### src/refdac_sync.sv
// package of shared constants and the two-flop input synchroniser
`timescale 1ns/10ps
package refdac_pkg;
	// ==========================================================
	// clock and timing
	localparam int unsigned CLK_HZ       = 125_000_000;  // system clock rate
	localparam int unsigned OSC_FREQ_HZ  = 25_000;       // internal refresh oscillator rate
	localparam int unsigned OSC_HALF_CYC = CLK_HZ / (2 * OSC_FREQ_HZ);  // cycles per half period
	// ==========================================================
	// command word layout
	localparam int unsigned WORD_BITS    = 16;           // bits per command word
	localparam int unsigned LEVEL_BITS   = 10;           // level code width
	localparam int unsigned NUM_CHAN     = 8;            // holding registers
	localparam int unsigned ADDR_BITS    = 3;            // decoded channel address bits
	localparam int unsigned BIT_TEST     = 15;           // reserved test bit
	localparam int unsigned BIT_SRC      = 14;           // clock source select
	localparam int unsigned BIT_ADDR_TOP = 13;           // ignored address bit
	localparam int unsigned BIT_ADDR_HI  = 12;           // decoded address msb
	localparam int unsigned BIT_ADDR_LO  = 10;           // decoded address lsb
	localparam int unsigned BIT_LVL_HI   = 9;            // level code msb
	localparam int unsigned BIT_LVL_LO   = 0;            // level code lsb
	// ==========================================================
	// software register map (byte offsets)
	localparam logic [7:0] OFS_OSC_HALF  = 8'h00;        // oscillator half period, rw
	localparam logic [7:0] OFS_STATUS    = 8'h04;        // status, ro with one w1c bit
	localparam logic [7:0] OFS_CHAN_BASE = 8'h20;        // first channel readback word
	localparam logic [7:0] OFS_CHAN_LAST = 8'h3C;        // last channel readback word
	localparam int unsigned STAT_SRC     = 0;            // selected clock source
	localparam int unsigned STAT_DRIVE   = 1;            // refresh pin driven
	localparam int unsigned STAT_SHORT   = 2;            // short frame seen, sticky
	localparam int unsigned STAT_CNT_LO  = 8;            // frame counter lsb
	localparam logic [15:0] OSC_HALF_RESET = 16'(OSC_HALF_CYC);  // half period after reset
	localparam logic [1:0]  RESP_OKAY    = 2'h0;         // axi okay
	localparam logic [1:0]  RESP_SLVERR  = 2'h2;         // axi slave error
	localparam logic [3:0]  SYNC_RESET   = 4'h2;         // pin, data, select, clock after reset
endpackage

// two flip-flops per bit for inputs arriving from outside the clock domain
module refdac_sync #(
	parameter int unsigned      WIDTH     = 4,
	parameter logic [WIDTH-1:0] RESET_VAL = '0
) (
	input  wire logic             mclk_i,
	input  wire logic             reset_i,
	input  wire logic [WIDTH-1:0] async_i,
	output logic      [WIDTH-1:0] sync_o
);
	// ==========================================================
	// per-bit synchroniser chain
	genvar g;
	generate
		for (g = 0; g < WIDTH; g++) begin : g_bit
			logic meta_reg;  // first stage, read only by the second
			logic sync_reg;  // second stage
			// stage registers, reset to the idle level of the line
			always_ff @(posedge mclk_i) begin
				if (reset_i) begin
					meta_reg <= RESET_VAL[g];
					sync_reg <= RESET_VAL[g];
				end else begin
					meta_reg <= async_i[g];
					sync_reg <= meta_reg;
				end
			end
			assign sync_o[g] = sync_reg;
		end
	endgenerate
endmodule
### src/refdac_loader.sv
// serial command loader with channel holding registers, refresh clock and axi4-lite status port
//
// Contract
// - serial data accepted only while select low
// - sample input on each rising shift edge
// - msb first; first bit is bit 15
// - select rise after full word writes channel
// - shift clock gated while select high
// - buffered last stage out on falling edges
// - all chained devices update on select rise
// - bit 14 chooses internal or external clock
// - bits 13..10 hold binary channel address
// - ignore bit 13, decode lower three bits
// - bits 9..0 are the level code
// - refresh pin outputs or accepts clock
// - after reset internal source, pin undriven
// - internal source drives oscillator onto pin
// - refresh on falling, switches open rising
//
// The address map and the AXI4-Lite slave port were decided locally.
`timescale 1ns/10ps

module refdac_loader
	import refdac_pkg::*;
#(
	parameter int unsigned ADDR_W          = 8,
	parameter logic [15:0] OSC_HALF_DEFAULT = OSC_HALF_RESET
) (
	input  wire logic                         mclk_i,
	input  wire logic                         reset_i,
	// serial link pins
	input  wire logic                         sclk_i,
	input  wire logic                         load_select_n_i,
	input  wire logic                         serial_in_i,
	output logic                              serial_out_chain_o,
	// bidirectional refresh clock pin
	input  wire logic                         refresh_clock_pin_i,
	output logic                              refresh_clock_pin_o,
	output logic                              refresh_clock_pin_oe_o,
	// holding registers and refresh events toward the analog side
	output logic [NUM_CHAN*LEVEL_BITS-1:0]    level_codes_o,
	output logic                              refresh_strobe_o,
	output logic                              switch_open_o,
	// axi4-lite slave
	input  wire logic [ADDR_W-1:0]            s_axi_awaddr,
	input  wire logic                         s_axi_awvalid,
	output logic                              s_axi_awready,
	input  wire logic [31:0]                  s_axi_wdata,
	input  wire logic [3:0]                   s_axi_wstrb,
	input  wire logic                         s_axi_wvalid,
	output logic                              s_axi_wready,
	output logic [1:0]                        s_axi_bresp,
	output logic                              s_axi_bvalid,
	input  wire logic                         s_axi_bready,
	input  wire logic [ADDR_W-1:0]            s_axi_araddr,
	input  wire logic                         s_axi_arvalid,
	output logic                              s_axi_arready,
	output logic [31:0]                       s_axi_rdata,
	output logic [1:0]                        s_axi_rresp,
	output logic                              s_axi_rvalid,
	input  wire logic                         s_axi_rready
);
	// ==========================================================
	// pin synchronisation
	logic [3:0]            pins_s;            // {refresh pin, data, select, shift clock}
	logic                  sclk_s;            // synchronised shift clock
	logic                  lsn_s;             // synchronised select, active low
	logic                  sin_s;             // synchronised serial data
	logic                  pin_s;             // synchronised refresh pin
	logic                  sclk_d_reg;        // shift clock one cycle late
	logic                  lsn_d_reg;         // select one cycle late

	refdac_sync #(
		.WIDTH     (4),
		.RESET_VAL (SYNC_RESET)
	) u_sync (
		.mclk_i  (mclk_i),
		.reset_i (reset_i),
		.async_i ({refresh_clock_pin_i, serial_in_i, load_select_n_i, sclk_i}),
		.sync_o  (pins_s)
	);

	assign sclk_s = pins_s[0];
	assign lsn_s  = pins_s[1];
	assign sin_s  = pins_s[2];
	assign pin_s  = pins_s[3];

	// delayed copies for edge finding
	always_ff @(posedge mclk_i) begin
		if (reset_i) begin
			sclk_d_reg <= 1'b0;
			lsn_d_reg  <= 1'b1;
		end else begin
			sclk_d_reg <= sclk_s;
			lsn_d_reg  <= lsn_s;
		end
	end

	// ==========================================================
	// edge decode, shift clock gated by select
	wire sclk_rise = sclk_s & ~sclk_d_reg & ~lsn_s;
	wire sclk_fall = ~sclk_s & sclk_d_reg & ~lsn_s;
	wire frame_end = lsn_s & ~lsn_d_reg;

	// ==========================================================
	// shift register and bit counter
	logic [WORD_BITS-1:0]  shreg_reg;         // incoming command word
	logic [4:0]            bit_cnt_reg;       // bits seen, saturates at a word
	logic                  sdo_reg;           // buffered last stage
	wire                   word_full = (bit_cnt_reg >= 5'(WORD_BITS));
	wire                   commit    = frame_end & word_full;
	wire                   short_end = frame_end & ~word_full;

	// shift in at the lsb so the first bit ends at bit 15
	always_ff @(posedge mclk_i) begin
		if (reset_i) begin
			shreg_reg <= '0;
		end else if (sclk_rise) begin
			shreg_reg <= {shreg_reg[WORD_BITS-2:0], sin_s};
		end
	end

	// count bits per frame; cleared while select is high
	always_ff @(posedge mclk_i) begin
		if (reset_i || lsn_s) begin
			bit_cnt_reg <= '0;
		end else if (sclk_rise && !word_full) begin
			bit_cnt_reg <= bit_cnt_reg + 5'h01;
		end
	end

	// chain output follows the last stage on falling edges
	always_ff @(posedge mclk_i) begin
		if (reset_i) begin
			sdo_reg <= 1'b0;
		end else if (sclk_fall) begin
			sdo_reg <= shreg_reg[WORD_BITS-1];
		end
	end
	assign serial_out_chain_o = sdo_reg;

	// ==========================================================
	// command decode; test bit and top address bit unused
	wire [ADDR_BITS-1:0]  cmd_addr  = shreg_reg[BIT_ADDR_HI:BIT_ADDR_LO];
	wire [LEVEL_BITS-1:0] cmd_level = shreg_reg[BIT_LVL_HI:BIT_LVL_LO];
	wire                  cmd_src   = shreg_reg[BIT_SRC];

	// ==========================================================
	// channel holding registers
	logic [LEVEL_BITS-1:0] level_mem [NUM_CHAN];  // one code per channel
	genvar c;
	generate
		for (c = 0; c < NUM_CHAN; c++) begin : g_chan
			wire hit = commit & (cmd_addr == ADDR_BITS'(c));
			// only the addressed channel loads
			always_ff @(posedge mclk_i) begin
				if (reset_i) begin
					level_mem[c] <= '0;
				end else if (hit) begin
					level_mem[c] <= cmd_level;
				end
			end
			assign level_codes_o[c*LEVEL_BITS +: LEVEL_BITS] = level_mem[c];
		end
	endgenerate

	// ==========================================================
	// clock source setting
	logic                  src_ext_reg;       // 1 selects the external pin
	logic                  programmed_reg;    // a full word has been taken
	// source only changes on a full frame
	always_ff @(posedge mclk_i) begin
		if (reset_i) begin
			src_ext_reg    <= 1'b0;
			programmed_reg <= 1'b0;
		end else if (commit) begin
			src_ext_reg    <= cmd_src;
			programmed_reg <= 1'b1;
		end
	end

	// ==========================================================
	// internal oscillator
	logic [15:0]           osc_half_reg;      // half period in cycles, software set
	logic [15:0]           osc_cnt_reg;       // cycles into the half period
	logic                  osc_reg;           // oscillator level
	wire                   osc_wrap = ((17'(osc_cnt_reg) + 17'h00001) >= 17'(osc_half_reg));
	// free running divider
	always_ff @(posedge mclk_i) begin
		if (reset_i) begin
			osc_cnt_reg <= '0;
			osc_reg     <= 1'b0;
		end else if (osc_wrap) begin
			osc_cnt_reg <= '0;
			osc_reg     <= ~osc_reg;
		end else begin
			osc_cnt_reg <= osc_cnt_reg + 16'h0001;
		end
	end

	// ==========================================================
	// refresh pin drive and refresh events
	wire  pin_drive  = programmed_reg & ~src_ext_reg;
	wire  sel_clk    = src_ext_reg ? pin_s : osc_reg;
	logic pin_out_reg;                                 // pin level
	logic pin_oe_reg;                                  // pin enable
	logic sel_d_reg;                                   // selected clock one cycle late
	logic strobe_reg;                                  // refresh pulse
	logic sw_open_reg;                                 // switch open pulse
	// pin and refresh event registers
	always_ff @(posedge mclk_i) begin
		if (reset_i) begin
			pin_out_reg <= 1'b0;
			pin_oe_reg  <= 1'b0;
			sel_d_reg   <= 1'b0;
			strobe_reg  <= 1'b0;
			sw_open_reg <= 1'b0;
		end else begin
			pin_out_reg <= osc_reg;
			pin_oe_reg  <= pin_drive;
			sel_d_reg   <= sel_clk;
			strobe_reg  <= ~sel_clk & sel_d_reg;
			sw_open_reg <= sel_clk & ~sel_d_reg;
		end
	end
	assign refresh_clock_pin_o    = pin_out_reg;
	assign refresh_clock_pin_oe_o = pin_oe_reg;
	assign refresh_strobe_o       = strobe_reg;
	assign switch_open_o          = sw_open_reg;

	// ==========================================================
	// axi4-lite write path
	logic                  awready_reg;       // address channel free
	logic                  wready_reg;        // data channel free
	logic                  bvalid_reg;        // response pending
	logic [1:0]            bresp_reg;         // response code
	logic [ADDR_W-1:0]     waddr_reg;         // held write address
	logic [31:0]           wdata_reg;         // held write data
	logic [3:0]            wstrb_reg;         // held byte enables
	logic                  short_reg;         // sticky short frame flag
	logic [7:0]            frame_cnt_reg;     // committed frames, wraps
	wire aw_hs   = s_axi_awvalid & awready_reg;
	wire w_hs    = s_axi_wvalid & wready_reg;
	wire do_wr   = ~awready_reg & ~wready_reg & ~bvalid_reg;
	wire wr_half = do_wr & (waddr_reg[7:2] == OFS_OSC_HALF[7:2]);
	wire wr_stat = do_wr & (waddr_reg[7:2] == OFS_STATUS[7:2]);
	wire wr_chan = do_wr & (waddr_reg[7:0] >= OFS_CHAN_BASE) & (waddr_reg[7:0] <= OFS_CHAN_LAST);
	wire wr_ok   = wr_half | wr_stat | wr_chan;
	wire clr_short = wr_stat & wstrb_reg[0] & wdata_reg[STAT_SHORT];
	wire [15:0] half_next = {wstrb_reg[1] ? wdata_reg[15:8] : osc_half_reg[15:8],
	                         wstrb_reg[0] ? wdata_reg[7:0] : osc_half_reg[7:0]};

	// take address and data in either order, answer once both held
	always_ff @(posedge mclk_i) begin
		if (reset_i) begin
			awready_reg <= 1'b1;
			wready_reg  <= 1'b1;
			bvalid_reg  <= 1'b0;
			bresp_reg   <= RESP_OKAY;
			waddr_reg   <= '0;
			wdata_reg   <= '0;
			wstrb_reg   <= '0;
		end else begin
			if (aw_hs) begin
				awready_reg <= 1'b0;
				waddr_reg   <= s_axi_awaddr;
			end
			if (w_hs) begin
				wready_reg <= 1'b0;
				wdata_reg  <= s_axi_wdata;
				wstrb_reg  <= s_axi_wstrb;
			end
			if (do_wr) begin
				bvalid_reg <= 1'b1;
				bresp_reg  <= wr_ok ? RESP_OKAY : RESP_SLVERR;
			end
			if (bvalid_reg && s_axi_bready) begin
				bvalid_reg  <= 1'b0;
				awready_reg <= 1'b1;
				wready_reg  <= 1'b1;
			end
		end
	end

	// software registers; a new short frame beats the clear
	always_ff @(posedge mclk_i) begin
		if (reset_i) begin
			osc_half_reg  <= OSC_HALF_DEFAULT;
			short_reg     <= 1'b0;
			frame_cnt_reg <= '0;
		end else begin
			if (wr_half) begin
				osc_half_reg <= half_next;
			end
			if (short_end) begin
				short_reg <= 1'b1;
			end else if (clr_short) begin
				short_reg <= 1'b0;
			end
			if (commit) begin
				frame_cnt_reg <= frame_cnt_reg + 8'h01;
			end
		end
	end
	assign s_axi_awready = awready_reg;
	assign s_axi_wready  = wready_reg;
	assign s_axi_bvalid  = bvalid_reg;
	assign s_axi_bresp   = bresp_reg;

	// ==========================================================
	// axi4-lite read path
	logic                  arready_reg;       // address channel free
	logic                  rvalid_reg;        // data pending
	logic [31:0]           rdata_reg;         // read data
	logic [1:0]            rresp_reg;         // read response
	wire [7:0]  raddr   = 8'(s_axi_araddr);
	wire        rd_half = (raddr[7:2] == OFS_OSC_HALF[7:2]);
	wire        rd_stat = (raddr[7:2] == OFS_STATUS[7:2]);
	wire        rd_chan = (raddr >= OFS_CHAN_BASE) & (raddr <= OFS_CHAN_LAST);
	wire [2:0]  rd_idx  = raddr[4:2];
	wire [31:0] stat_word = {16'h0000, frame_cnt_reg, 5'h00, short_reg, pin_oe_reg, src_ext_reg};
	wire [31:0] rd_mux  = rd_half ? {16'h0000, osc_half_reg} :
	                      rd_stat ? stat_word :
	                      rd_chan ? {22'h000000, level_mem[rd_idx]} : 32'h00000000;
	wire        ar_hs   = s_axi_arvalid & arready_reg;

	// one read at a time, answer the cycle after the address is taken
	always_ff @(posedge mclk_i) begin
		if (reset_i) begin
			arready_reg <= 1'b1;
			rvalid_reg  <= 1'b0;
			rdata_reg   <= '0;
			rresp_reg   <= RESP_OKAY;
		end else if (ar_hs) begin
			arready_reg <= 1'b0;
			rvalid_reg  <= 1'b1;
			rdata_reg   <= rd_mux;
			rresp_reg   <= (rd_half | rd_stat | rd_chan) ? RESP_OKAY : RESP_SLVERR;
		end else if (rvalid_reg && s_axi_rready) begin
			rvalid_reg  <= 1'b0;
			arready_reg <= 1'b1;
		end
	end
	assign s_axi_arready = arready_reg;
	assign s_axi_rvalid  = rvalid_reg;
	assign s_axi_rdata   = rdata_reg;
	assign s_axi_rresp   = rresp_reg;
endmodule

### config.mk
export PLATFORM = sky130hd
export DESIGN_NAME = refdac_loader
export DESIGN_NICKNAME = d
export VERILOG_FILES = /design/src/refdac_sync.sv /design/src/refdac_loader.sv
export SDC_FILE = /design/constraint.sdc
export NUM_CORES = 1
export LEC_CHECK = 0
export ABC_AREA = 1
export BUFFER_PORTS_ARGS = -buffer_cell sky130_fd_sc_hd__buf_4
export CORE_MARGIN = 3
export CORE_UTILIZATION = 50
export DETAILED_ROUTE_END_ITERATION = 12
export PLACE_DENSITY = 0.76
export SETUP_SLACK_MARGIN = 0.02
export SYNTH_ARGS = -nofsm -noshare
export SYNTH_HDL_FRONTEND = slang
export SYNTH_SLANG_ARGS = --single-unit
### constraint.sdc
create_clock -name mclk_i -period 3.38 [get_ports mclk_i]
set_input_delay 0.507 -clock mclk_i [delete_from_list [all_inputs] [get_ports mclk_i]]
set_output_delay 0.507 -clock mclk_i [all_outputs]
set_load 0.05 [all_outputs]
; ---- After elaboration in Yosys (flattened, before gate mapping)
; Memories as Yosys holds them, arrays and structs flattened.
; Index checks and enable logic that the tools add are counted.
[classes]
div = 0
n_addsub = 4
n_bitwise = 54
eq_ne = 9
mul = 0
mux = 46
n_lt_le_gt_ge = 6
reduce_logical = 14
n_shift = 0
[op_table]
columns = operator, n
row1 = $mux 10, 9
row2 = $mux 1, 33
row3 = $mux 16, 2
row4 = $and 1x1->1, 30
row5 = $add 16x1->17 const B, 1
row6 = $ge 17x16->1, 1
row7 = $add 16x1->16 const B, 1
row8 = $ge 8x6->1 const B, 2
row9 = $le 8x6->1 const B, 2
row10 = $eq 3x3->1 const B, 4
row11 = $eq 6x1->1 const B, 2
row12 = $logic_not 6->1, 2
row13 = $not 1->1, 12
row14 = $or 1x1->1, 12
row15 = $add 8x1->8 const B, 1
row16 = $eq 3x2->1 const B, 2
row17 = $add 5x1->5 const B, 1
row18 = $ge 5x5->1 const B, 1
row19 = $mux 2, 2
row20 = $reduce_and 2->1, 2
row21 = $reduce_bool 2->1, 2
row22 = $reduce_or 2->1, 2
row23 = $eq 3x1->1 const B, 1
row24 = $logic_and 1x1->1, 3
row25 = other kinds (3), 3
[word_totals]
output_inout_bits = 126
latchBits = 0
ff_bits = 148
ramBits = 80
inputBits = 63
mem_count = 1
romBits = 0
wordCells = 171
[mem_list]
columns = memory, depth, word_bits, rd, rd_ports_with_merged_regs, wr, line_no
row1 = level_mem, 8, 10, 9, 0, 8, refdac_loader.sv:150  ; logic [LEVEL_BITS-1:0] level_mem [NUM_CHAN];

; ---- Depth between registers and ports, before layout
; Gate-level depths: netlist of run 1.
[logic_depth]
word_depth = 8
depth_mapped = 17
depth_no_buf = 17

; ---- By module
; From an unflattened synthesis of run 1, not the netlist that was laid out.
[hier_totals]
cells_unflattened = 1091
hier_area_um2 = 9303.9
[modules_own_cells]
columns = module, cells_per_inst, n_inst, area_each_um2, seq_area_each_um2
row1 = refdac_loader, 1062, 1, 9049.9, 4844.6
row2 = refdac_sync, 29, 1, 254.0, 160.2

; ---- Worst setup path after synthesis of run 1
; Ideal clock, no wire load.
[synth_path]
path_kind = reg-to-reg
startpoint = register osc_cnt_reg[0]
endpoint = register osc_cnt_reg[14]
setup_time_ps = 119
setup_slack_ps = 1033
path_buffers = 1
period_less_slack_ps = 2347
t_required_ps = 3261
t_arrival_ps = 2228
path_stages_with_launch = 17
cell_sequence = dfxtp_1 -> nand3_1 -> nor2_2 -> nand2_2 -> nor2_1 -> nand3_1 -> xor2_1 -> inv_1 -> ha_1 -> nand2_1 -> nor2_1 -> nand2_1 -> o21ai_0 -> nand2_1 -> nand4_4 -> buf_6 -> nor2_2
[synth_between]
elab_chain_len = 3
word_cells_on_any_way = 4
classes_between = add/sub (2) / order compare (1) / reduce/logical (1)
[synth_lines]
columns = item, line_no
row1 = from (decl), refdac_loader.sv:185  ; logic [15:0] osc_cnt_reg;
row2 = from (signal assigned), refdac_loader.sv:197  ; osc_cnt_reg <= osc_cnt_reg + 16'h0001;
row3 = $add 16x1->17, refdac_loader.sv:187  ; wire osc_wrap = ((17'(osc_cnt_reg) + 17'h00001) >= 17'(osc_half_reg));
row4 = $ge 17x16->1, refdac_loader.sv:187
row5 = $reduce_or 2->1 (no source line), --
; Several ways; a longest one is shown, not always the timed one.
; A chain may end at the register's enable or synchronous reset.

; ---- Worst setup path after layout of run 1
[layout_path]
startpoint = register osc_cnt_reg[0]
endpoint = register osc_reg
[layout_between]
elab_chain_len = 2
[layout_lines]
columns = item, line_no
row1 = $add 16x1->17, refdac_loader.sv:187
row2 = $ge 17x16->1, refdac_loader.sv:187
row3 = to (signal assigned), refdac_loader.sv:195  ; osc_reg <= ~osc_reg;
row4 = to (decl), refdac_loader.sv:186  ; logic osc_reg;
; No other way between the ends.

==> results.sh, run 1 <==
export IMPL_top_register="level_mem"
export IMPL_port_buffers=152
export IMPL_crit_path_start="osc_cnt_reg[0]"
export IMPL_ctsResizeCount=0
export IMPL_critPathMaxStageDelay_ns=0.40
export IMPL_hold_viol=0
export IMPL_synth_compound_area_share_pct=11.83
export IMPL_areaGrowthSynthToFinish_pct=21.55
export IMPL_layout_drive_gt1_share_pct=19.94
export IMPL_synth_xor_area_share_pct=1.039
export IMPL_viasPerCell=5.327
export IMPL_synthAdderAreaFrac_pct=2.698
export IMPL_die_x_um=142.2
export IMPL_place_congestion=0.8730
export IMPL_num_vias=7874
export IMPL_wire_per_inst_um=16.57
export IMPL_syn_avg_cell_area_um2=8.534
export IMPL_ctsHoldBuffers=0
export IMPL_cts_root_buf="clkbuf_16"
export IMPL_worst_pin_slew_ns=0.9340
export IMPL_rows=49
export IMPL_r2r_start="osc_cnt_reg[0]"
export IMPL_worstSetupEndpointType="flip-flop"
export IMPL_cts_made_buffers=22
export IMPL_critPathKind="reg -> reg"
export IMPL_critPathArrivalTime_ns=3.20
export IMPL_grtUsageTotal_pct=23.45
export IMPL_grt_max_degree=61
export IMPL_synthCells=1087
export IMPL_synth_mux_area_share_pct=0
export IMPL_final_setup_skew_ns=0.01691
export IMPL_finalWirelength_um=24490
export IMPL_relSlewSlack_pct=37.51
export IMPL_cts_sinks=210
export IMPL_cts_tree="yes"
export IMPL_fin_nets=1318
export IMPL_yosysSeqAreaShare_pct=53.95
export IMPL_peakVddDrop_mv=0.3825
export IMPL_cts_clk_slew_worst_paths_ns=0.06
export IMPL_gr_total_overflow=0
export IMPL_dr_pass1_iters=5
export IMPL_hold_class="in -> reg"
export IMPL_setup_slack_ns=0.5745
export IMPL_clk_path_buf_depth=3
export IMPL_post_cts_buffers=0
export IMPL_ios=189
export IMPL_hpwl_um=17540
export IMPL_core_area_um2=18090
export IMPL_antenna_found_initial=0
export IMPL_worstSkewPairLatency_ns=0.50
export IMPL_die_y_um=142.2
export IMPL_fmax_mhz=356.4
export IMPL_outcome="finished clean"
export IMPL_setup_viol=0
export IMPL_ys_seq_elements=210
export IMPL_leakagePower_nw=4.811
export IMPL_startpoint_type="flip-flop"
export IMPL_largest_reg_flops=80
export IMPL_cap_violations=0
export IMPL_drtAntennaViolNets=0
export IMPL_crit_slowest_cell="dfxtp_1"
export IMPL_path_cells="nand3_1, nor2_2, nand2_2, nor2_1, nand3_1, xor2_1, inv_1, ha_1, nand2_1, nor2_1, nand2_1, o21ai_0, nand2_1, nand3_1, nand2_1, nand2_1, nor2_1"
export IMPL_die_area_um2=20220
export IMPL_n_antenna_cell=0
export IMPL_drc_errors=0
export IMPL_grt_pass1_wl_um=38090
export IMPL_period_share_pct=83.00
export IMPL_grt_pass1_vias=7328
export IMPL_crit_path_frequent_cell="nand2_1"
export IMPL_finalMaxSlewViolations=0
export IMPL_synth_simple_area_share_pct=21.32
export IMPL_fin_tns_setup_ns=0
export IMPL_crit_fanout=4
export IMPL_min_period_ns=2.805
export IMPL_netlist_area_um2=9276
export IMPL_rsz0062_at_grt="false"
export IMPL_synth_cell_types=40
export IMPL_min_delay_start="load_select_n_i"
export IMPL_synth_top_family_by_area="simple AND/OR/NAND/NOR gates"
export IMPL_start_util_pct=51.29
export IMPL_crit_required_ns=3.77
export IMPL_drt_iter0_markers=591
export IMPL_yosysWarnings=0
export IMPL_power_density_nw_per_um2=526.8
export IMPL_place_ws_ns=0.6129
export IMPL_htree_levels=1
-- synthesized netlist by cell type (all sizes together) --
library cell / instances / area, um2
ha: 20 / 250.2
xor2: 11 / 96.34
a21boi: 1 / 7.510
inv: 128 / 480.5
nor2: 206 / 845.8
nand4: 8 / 77.57
nor3: 7 / 57.55
conb: 1 / 3.750
clkbuf: 22 / 82.58
o22ai: 3 / 18.77
dfxtp: 130 / 2603
or2: 4 / 25.02
nor3b: 1 / 7.510
nand2: 154 / 595.6
a21o: 2 / 15.01
o2111ai: 1 / 8.760
nand3b: 3 / 22.52
edfxtp: 80 / 2402
o211ai: 7 / 52.55
clkinv: 11 / 41.29
o21a: 1 / 7.510
o21ai: 101 / 505.5
nand3: 61 / 340.3
and3: 1 / 6.260
buf: 36 / 241.5
a21oi: 75 / 375.4
o211a: 1 / 10.01
o221ai: 11 / 96.34
-- worst paths after layout --
kind	slack, ns	to	cells past startpoint
worst max-delay path	0.57	osc_reg	17
worst min-delay path	0.20	u_sync.g_bit[1].meta_reg	2
worst max register to register	0.57	osc_reg	17
worst min register to register	0.40	u_sync.g_bit[2].sync_reg	2
-- final cells by class --
cell class              instances  area [um2]
clock buffers                  31       659.4
clock inverters                 7       62.56
fillers                      1553        6810
inverters                     139       521.8
multi-input cells             697        3490
flip-flops and latches        210        5005
well taps                     229       286.5
repair buffers                165        1251
-- placed cells by master, fill, tap and decap left out, drive strengths merged --
master	netlist	final
nor3	7	7
buf	36	165
ha	20	20
o211a	1	1
nor3b	1	1
nand4	8	8
inv	128	129
or2	4	4
clkbuf	22	31
a21o	2	2
o21ai	101	101
o22ai	3	3
nor2	206	206
nand3b	3	3
o221ai	11	11
nand3	61	61
clkinv	11	15
edfxtp	80	80
clkinvlp	0	1
xor2	11	11
o211ai	7	7
a21boi	1	1
o2111ai	1	1
a21oi	75	75
bufinv	0	1
nand2	154	154
o21a	1	1
and3	1	1
dfxtp	130	130
conb	1	18
-- cell families (layout without fill, tap and decap cells) --
| family | after synthesis | count (layout) |
|---|---|---|
| flip-flops | 210 | 210 |
| adder cells (fa/ha/maj) | 20 | 20 |
| XOR/XNOR | 11 | 11 |
| other | 1 | 18 |
| buffers and inverters | 197 | 342 |
| AO/OA/AOI/OAI | 203 | 203 |
| AND/OR/NAND/NOR | 445 | 445 |
-- routing by layer --
metal	GRT usage, %	wire length, um	vias to the layer above	share of wire (%)
met5	0	0	-	0
met2	39.13	11730	312	48
met4	6.667	612	0	2.5
met3	4.772	2057	51	8.4
met1	31.17	10090	3695	41
li1	-	-	3816	-
-- through the flow --
step           utilization, %  area (um2)  total power, mW  std cells  hold WS (ns)
2_1_floorplan               -        9340            3.362       1104        0.3883
3_3_place_gp            58.35       10550            3.584       1440        0.3917
3_5_place_dp            58.35       10550            3.596       1440        0.3958
4_1_cts                 62.35       11280            5.955       1478        0.1852
5_1_grt                 62.35       11280            6.123       1478        0.1899
6_report                62.35       11280            5.940       1478        0.1954
-- power breakdown --
group / switching (mW) / total [mW] / internal (mW)
clock network: 0.961 / 2.39 / 1.43
logic: 0.539 / 0.748 / 0.209
registers: 0.0697 / 2.80 / 2.73
-- critical path, delay by kind of cell, from the launching register on --
kind                       cells  cell delay, ns
buffers and inverters          1            0.08
xor gates and xnor gates       1            0.20
and+or+nand+nor               13            1.48
adders and majority gates      1            0.32
AOI/OAI and AO/OA              1            0.20
DFF                            1            0.40
No activity file was read; power rests on OpenSTA's default activity.
==> run 2: changes to the inputs <==
Settings changed: ABC_AREA 1 to 0.
Clock period 3.38 ns to 2.7 ns, I/O delays scaled along.
==> run 2 against run 1 <==
The run now ends with setup timing left. Wire length is 0.79% lower. Clock power is 30% higher. Die area is 0.37% lower. Largest cell class unchanged.
==> results.sh, run 2 <==
export IMPL_htree_levels=1
export IMPL_power_density_nw_per_um2=630.3
export IMPL_grt_pass1_wl_um=36960
export IMPL_grt_pass1_vias=6581
export IMPL_worstSetupEndpointType="flip-flop"
export IMPL_yosysWarnings=0
export IMPL_num_vias=7070
export IMPL_worst_pin_slew_ns=0.7200
export IMPL_antenna_found_initial=0
export IMPL_setup_viol=17
export IMPL_rsz0062_at_grt="true"
export IMPL_critPathKind="reg -> reg"
export IMPL_layout_common_cells="buf_4, dfxtp_1, nand2_1"
export IMPL_cap_violations=0
export IMPL_rows=49
export IMPL_hold_ws_ns=0.09136
export IMPL_min_period_ns=3.173
export IMPL_finalWirelength_um=24290
export IMPL_period_share_pct=117.5
export IMPL_violations="setup timing"
export IMPL_fin_tns_setup_ns=-6.395
export IMPL_postLayoutCellArea_um2=11600
export IMPL_power_total_mw=7.309
export IMPL_hold_class="in -> reg"
export IMPL_p_clk_share_pct=42.4
export IMPL_net_switching_power_mw=1.831
export IMPL_drtAntennaViolNets=0
export IMPL_synth_cell_types=49
export IMPL_die_y_um=142.0
export IMPL_gr_total_overflow=0
export IMPL_synth_ff_type="dfxtp_1"
export IMPL_final_setup_skew_ns=0.01189
export IMPL_ys_seq_elements=210
export IMPL_dp_cells=1240
export IMPL_postPlaceCellArea_um2=10710
export IMPL_netlist_area_um2=9241
export IMPL_yosys_area_top_type="dfxtp_1"
export IMPL_place_ws_ns=-0.3996
export IMPL_drc_errors=0
export IMPL_n_antenna_cell=0
export IMPL_startpoint_type="flip-flop"
export IMPL_grt_max_degree=72
export IMPL_place_congestion=0.8940
export IMPL_hpwl_um=17070
export IMPL_die_x_um=142.0
export IMPL_hold_viol=0
export IMPL_cts_clk_slew_worst_paths_ns=0.06
export IMPL_async_flop_share_pct=0
export IMPL_worstSkewPairLatency_ns=0.50
export IMPL_ios=189
export IMPL_cts_made_buffers=22
export IMPL_layout_cells_non_filler=1288
export IMPL_fmax_mhz=315.2
export IMPL_cts_tree="yes"
export IMPL_synthCells=865
export IMPL_crit_required_ns=3.15
export IMPL_crit_fanout=8
export IMPL_critPathArrivalTime_ns=3.62
export IMPL_internal_power_mw=5.479
export IMPL_yosysTopAreaCellShare_pct=28.16
export IMPL_drt_iter0_markers=714
export IMPL_viasPerCell=5.489
export IMPL_die_area_um2=20150
export IMPL_largest_reg_flops=80
export IMPL_finalMaxSlewViolations=0
export IMPL_layout_drive_gt1_share_pct=26.91
export IMPL_comb_power_share_pct=10.6
export IMPL_yosysSeqAreaShare_pct=54.16
export IMPL_top_register="level_mem"
export IMPL_syn_avg_cell_area_um2=10.68
export IMPL_seq_power_share_pct=47.1
export IMPL_clk_path_buf_depth=3
export IMPL_fin_nets=1126
export IMPL_switching_share_pct=25.05
export IMPL_outcome="finished with violations"
export IMPL_synth_edf_count=80
export IMPL_grtUsageTotal_pct=23.35
export IMPL_dr_pass1_iters=5
export IMPL_port_buffers=152
export IMPL_cts_sinks=210
export IMPL_start_util_pct=51.10
export IMPL_final_common_cell="buf_4"
export IMPL_cts_root_buf="clkbuf_16"
export IMPL_synth_most_common_cell="dfxtp_1"
export IMPL_peakVddDrop_mv=0.3554
export IMPL_core_area_um2=18090
export IMPL_setup_slack_ns=-0.4728
export IMPL_synth_area_leaders="dfxtp_1, edfxtp_1, and2_1, nand2_1, mux4_1"
export IMPL_yosys_top_cells_count="dfxtp_1, nand2_1, and2_1"
export IMPL_areaGrowthSynthToFinish_pct=25.48
export IMPL_nFillCells=1407
export IMPL_leakagePower_nw=4.913
export IMPL_relSlewSlack_pct=51.83
export IMPL_utilization_pct=64.12
export IMPL_wire_per_inst_um=18.86
## run 2: worst max-delay path: stages, from the launching register on
cell and delay (ns):
dfxtp_2 0.34, nand4_1 0.15, nor3_2 0.23, nand4_1 0.20, buf_4 0.20, nor2_4 0.08
xor2_1 0.21, ha_1 0.30, a21o_1 0.20, a221oi_2 0.28, o211ai_1 0.21, or3_4 0.50
and2b_1 0.21
## run 2: what timing repair did
action / 4_1_cts / 5_1_grt
cloned: 1 / 0
pin swaps: 10 / 13
setup endpoints to repair: 17 / 17
hold endpoints to repair: 0 / 0
hold buffers: 0 / 0
buffers inserted: 6 / 2
resized for setup: 6 / 10
## run 2: kinds of logic (layout without fill, tap and decap cells)
group                    after synthesis  after routing  synth area share [%]
AO/OA/AOI/OAI                        100            100                 6.743
XOR/XNOR                              24             24                 2.275
adder cells (fa/ha/maj)               20             20                 2.708
buffers and inverters                 83            259                 4.400
flip-flops                           210            210                 54.16
multiplexers                          50             50                 8.868
other                                  1             18               0.04058
AND/OR/NAND/NOR                      377            378                 20.81
## run 2: final cells by class
class,instances,area [um2],area share [%]
multi-input combinational,590,3983,34.34
clock buffer,32,680.7,5.870
tap,229,286.5,2.471
clock inverter,8,70.07,0.6042
inverter,24,90.09,0.7769
sequential,210,5010,43.20
timing repair buffer,195,1476,12.73
## run 2: final timing paths
| path | start | end | slack, ns | cells after the start |
|---|---|---|---|---|
| max reg2reg | osc_cnt_reg[5] | osc_cnt_reg[11] | -0.47 | 12 |
| min reg2reg | u_sync.g_bit[1].meta_reg | u_sync.g_bit[1].sync_reg | 0.41 | 1 |
| min | load_select_n_i | u_sync.g_bit[1].meta_reg | 0.09 | 2 |
| max | osc_cnt_reg[5] | osc_cnt_reg[11] | -0.47 | 12 |
## run 2: per-layer routing
metal  track usage [%]  wire [um]
met1             31.96      10170
met2             39.37      12110
met3             3.696       1480
met4             5.657        531
met5                 0          0
## run 2: power groups by stage
stage                     registers, mW  clock network [mW]  logic [mW]
after CTS                          3.44                3.12       0.773
after global routing               3.45                3.25       0.817
after floorplan                    3.70                   0       0.329
final                              3.44                3.10       0.773
after global placement             3.51                   0       0.759
after detailed placement           3.51                   0       0.768
==> run 3: changes to the inputs <==
Settings changed: MAX_ROUTING_LAYER from default to met4.
==> run 3 against run 2 <==
The run still ends with setup timing left. Flip-flop and latch count unchanged. Wire length decreased by 2.9%. Sequential power about the same. Sequential share of layout area increased by 0.33 points. Hold slack got worse by 0.0099 ns. Fmax increased by 7.6%. Combinational power decreased by 0.5%. Critical path type unchanged. Largest power group unchanged. First-iteration DRC count decreased by 13%. Non-clock buffer count decreased by 4. Clock power decreased by 2%. Critical path depth unchanged. Die area unchanged.
==> results.sh, run 3 (same netlist as run 2, synthesis figures left out) <==
export IMPL_final_common_cell="buf_4"
export IMPL_cts_made_buffers=22
export IMPL_num_vias=6911
export IMPL_grtUsageTotal_pct=23.52
export IMPL_period_share_pct=109.2
export IMPL_viasPerCell=5.382
export IMPL_cts_root_buf="clkbuf_16"
export IMPL_postPlaceCellArea_um2=10720
export IMPL_wire_per_inst_um=18.38
export IMPL_hold_ws_ns=0.08142
export IMPL_top_register="level_mem"
export IMPL_drt_iter0_markers=619
export IMPL_finalMaxSlewViolations=0
export IMPL_htree_levels=1
export IMPL_largest_reg_flops=80
export IMPL_dp_cells=1242
export IMPL_gr_total_overflow=0
export IMPL_fin_nets=1122
export IMPL_critPathKind="reg -> reg"
export IMPL_finalWirelength_um=23600
export IMPL_layout_drive_gt1_share_pct=25.97
export IMPL_outcome="finished with violations"
export IMPL_die_area_um2=20150
export IMPL_min_period_ns=2.948
export IMPL_core_area_um2=18090
export IMPL_ios=189
export IMPL_rows=49
export IMPL_port_buffers=152
export IMPL_cts_sinks=210
export IMPL_layout_common_cells="buf_4, dfxtp_1, nand2_1"
export IMPL_dr_pass1_iters=5
export IMPL_cts_tree="yes"
export IMPL_setup_viol=17
export IMPL_start_util_pct=51.10
export IMPL_worstSetupEndpointType="flip-flop"
export IMPL_cap_violations=0
export IMPL_grt_pass1_vias=6561
export IMPL_drtAntennaViolNets=0
export IMPL_hpwl_um=16920
export IMPL_areaGrowthSynthToFinish_pct=24.49
export IMPL_final_setup_skew_ns=0.01350
export IMPL_startpoint_type="flip-flop"
export IMPL_n_antenna_cell=0
export IMPL_min_path_cells=2
export IMPL_power_density_nw_per_um2=629.2
export IMPL_die_x_um=142.0
export IMPL_ctsHoldBuffers=0
export IMPL_die_y_um=142.0
export IMPL_crit_fanout=8
export IMPL_hold_class="in -> reg"
export IMPL_peakVddDrop_mv=0.4410
export IMPL_relSlewSlack_pct=49.48
export IMPL_rsz0062_at_grt="true"
export IMPL_layout_cells_non_filler=1284
export IMPL_critPathArrivalTime_ns=3.39
export IMPL_violations="setup timing"
export IMPL_setup_slack_ns=-0.2478
export IMPL_grt_pass1_wl_um=36140
export IMPL_r2r_cells=12
export IMPL_drc_errors=0
export IMPL_postLayoutCellArea_um2=11500
export IMPL_worst_pin_slew_ns=0.7550
export IMPL_place_congestion=0.9293
export IMPL_hold_viol=0
export IMPL_grt_max_degree=60
export IMPL_antenna_found_initial=0
export IMPL_leakagePower_nw=4.867
export IMPL_power_total_mw=7.239
export IMPL_cts_clk_slew_worst_paths_ns=0.06
export IMPL_crit_required_ns=3.14
export IMPL_worstSkewPairLatency_ns=0.50
export IMPL_fmax_mhz=339.2
export IMPL_fin_tns_setup_ns=-3.182
export IMPL_clk_path_buf_depth=3
-- run 3: stage by stage --
step	setup WS, ns	utilization [%]
4_1_cts	-0.2589	63.56
5_1_grt	-0.4945	63.61
6_report	-0.2478	63.61
2_1_floorplan	0.001070	-
3_5_place_dp	-0.3209	59.25
3_3_place_gp	-0.2352	59.25
-- run 3: critical path: stages, from the launching register on --
cell and delay (ns):
dfxtp_2 0.33, nand4_1 0.15, nor3_2 0.19, nand4_1 0.19
buf_4 0.19, xnor2_2 0.13, ha_1 0.32, nand4_1 0.18
nor2_1 0.07, a221oi_2 0.26, o211ai_1 0.22, or3_4 0.45
and2b_1 0.21
-- run 3: what timing repair did --
| action | in CTS | in global routing |
|---|---|---|
| pin swaps | 9 | 5 |
| cloned | 1 | 0 |
| setup endpoints to repair | 17 | 17 |
| buffers inserted | 2 | 0 |
| resized for setup | 5 | 3 |
-- run 3: area by class of cell --
| class | count | area (um2) |
|---|---|---|
| fill | 1406 | 6581 |
| sequential | 210 | 5009 |
| multi-input combinational | 590 | 3951 |
| timing repair buffer | 191 | 1434 |
| clock buffer | 34 | 678.2 |
| tap | 229 | 286.5 |
| inverter | 24 | 90.09 |
| clock inverter | 6 | 56.30 |
-- run 3: power breakdown --
part	total (mW)	switching, mW	internal (mW)
Clock	3.03	1.21	1.82
Sequential	3.44	0.0640	3.38
Combinational	0.769	0.518	0.251
Total	7.24	1.79	5.45
-- run 3: final timing paths --
| path | from | to | slack, ns |
|---|---|---|---|
| hold reg to reg | sel_d_reg | switch_open_o | 0.41 |
| setup / recovery | osc_cnt_reg[3] | osc_cnt_reg[9] | -0.25 |
| setup reg to reg | osc_cnt_reg[3] | osc_cnt_reg[9] | -0.25 |
| hold / removal | load_select_n_i | u_sync.g_bit[1].meta_reg | 0.08 |
-- run 3: metal layers --
layer	wire length, um	global-route usage [%]
met1	10050	31.86
met3	1560	3.629
met4	454	5.354
met5	0	-
met2	11530	37.77
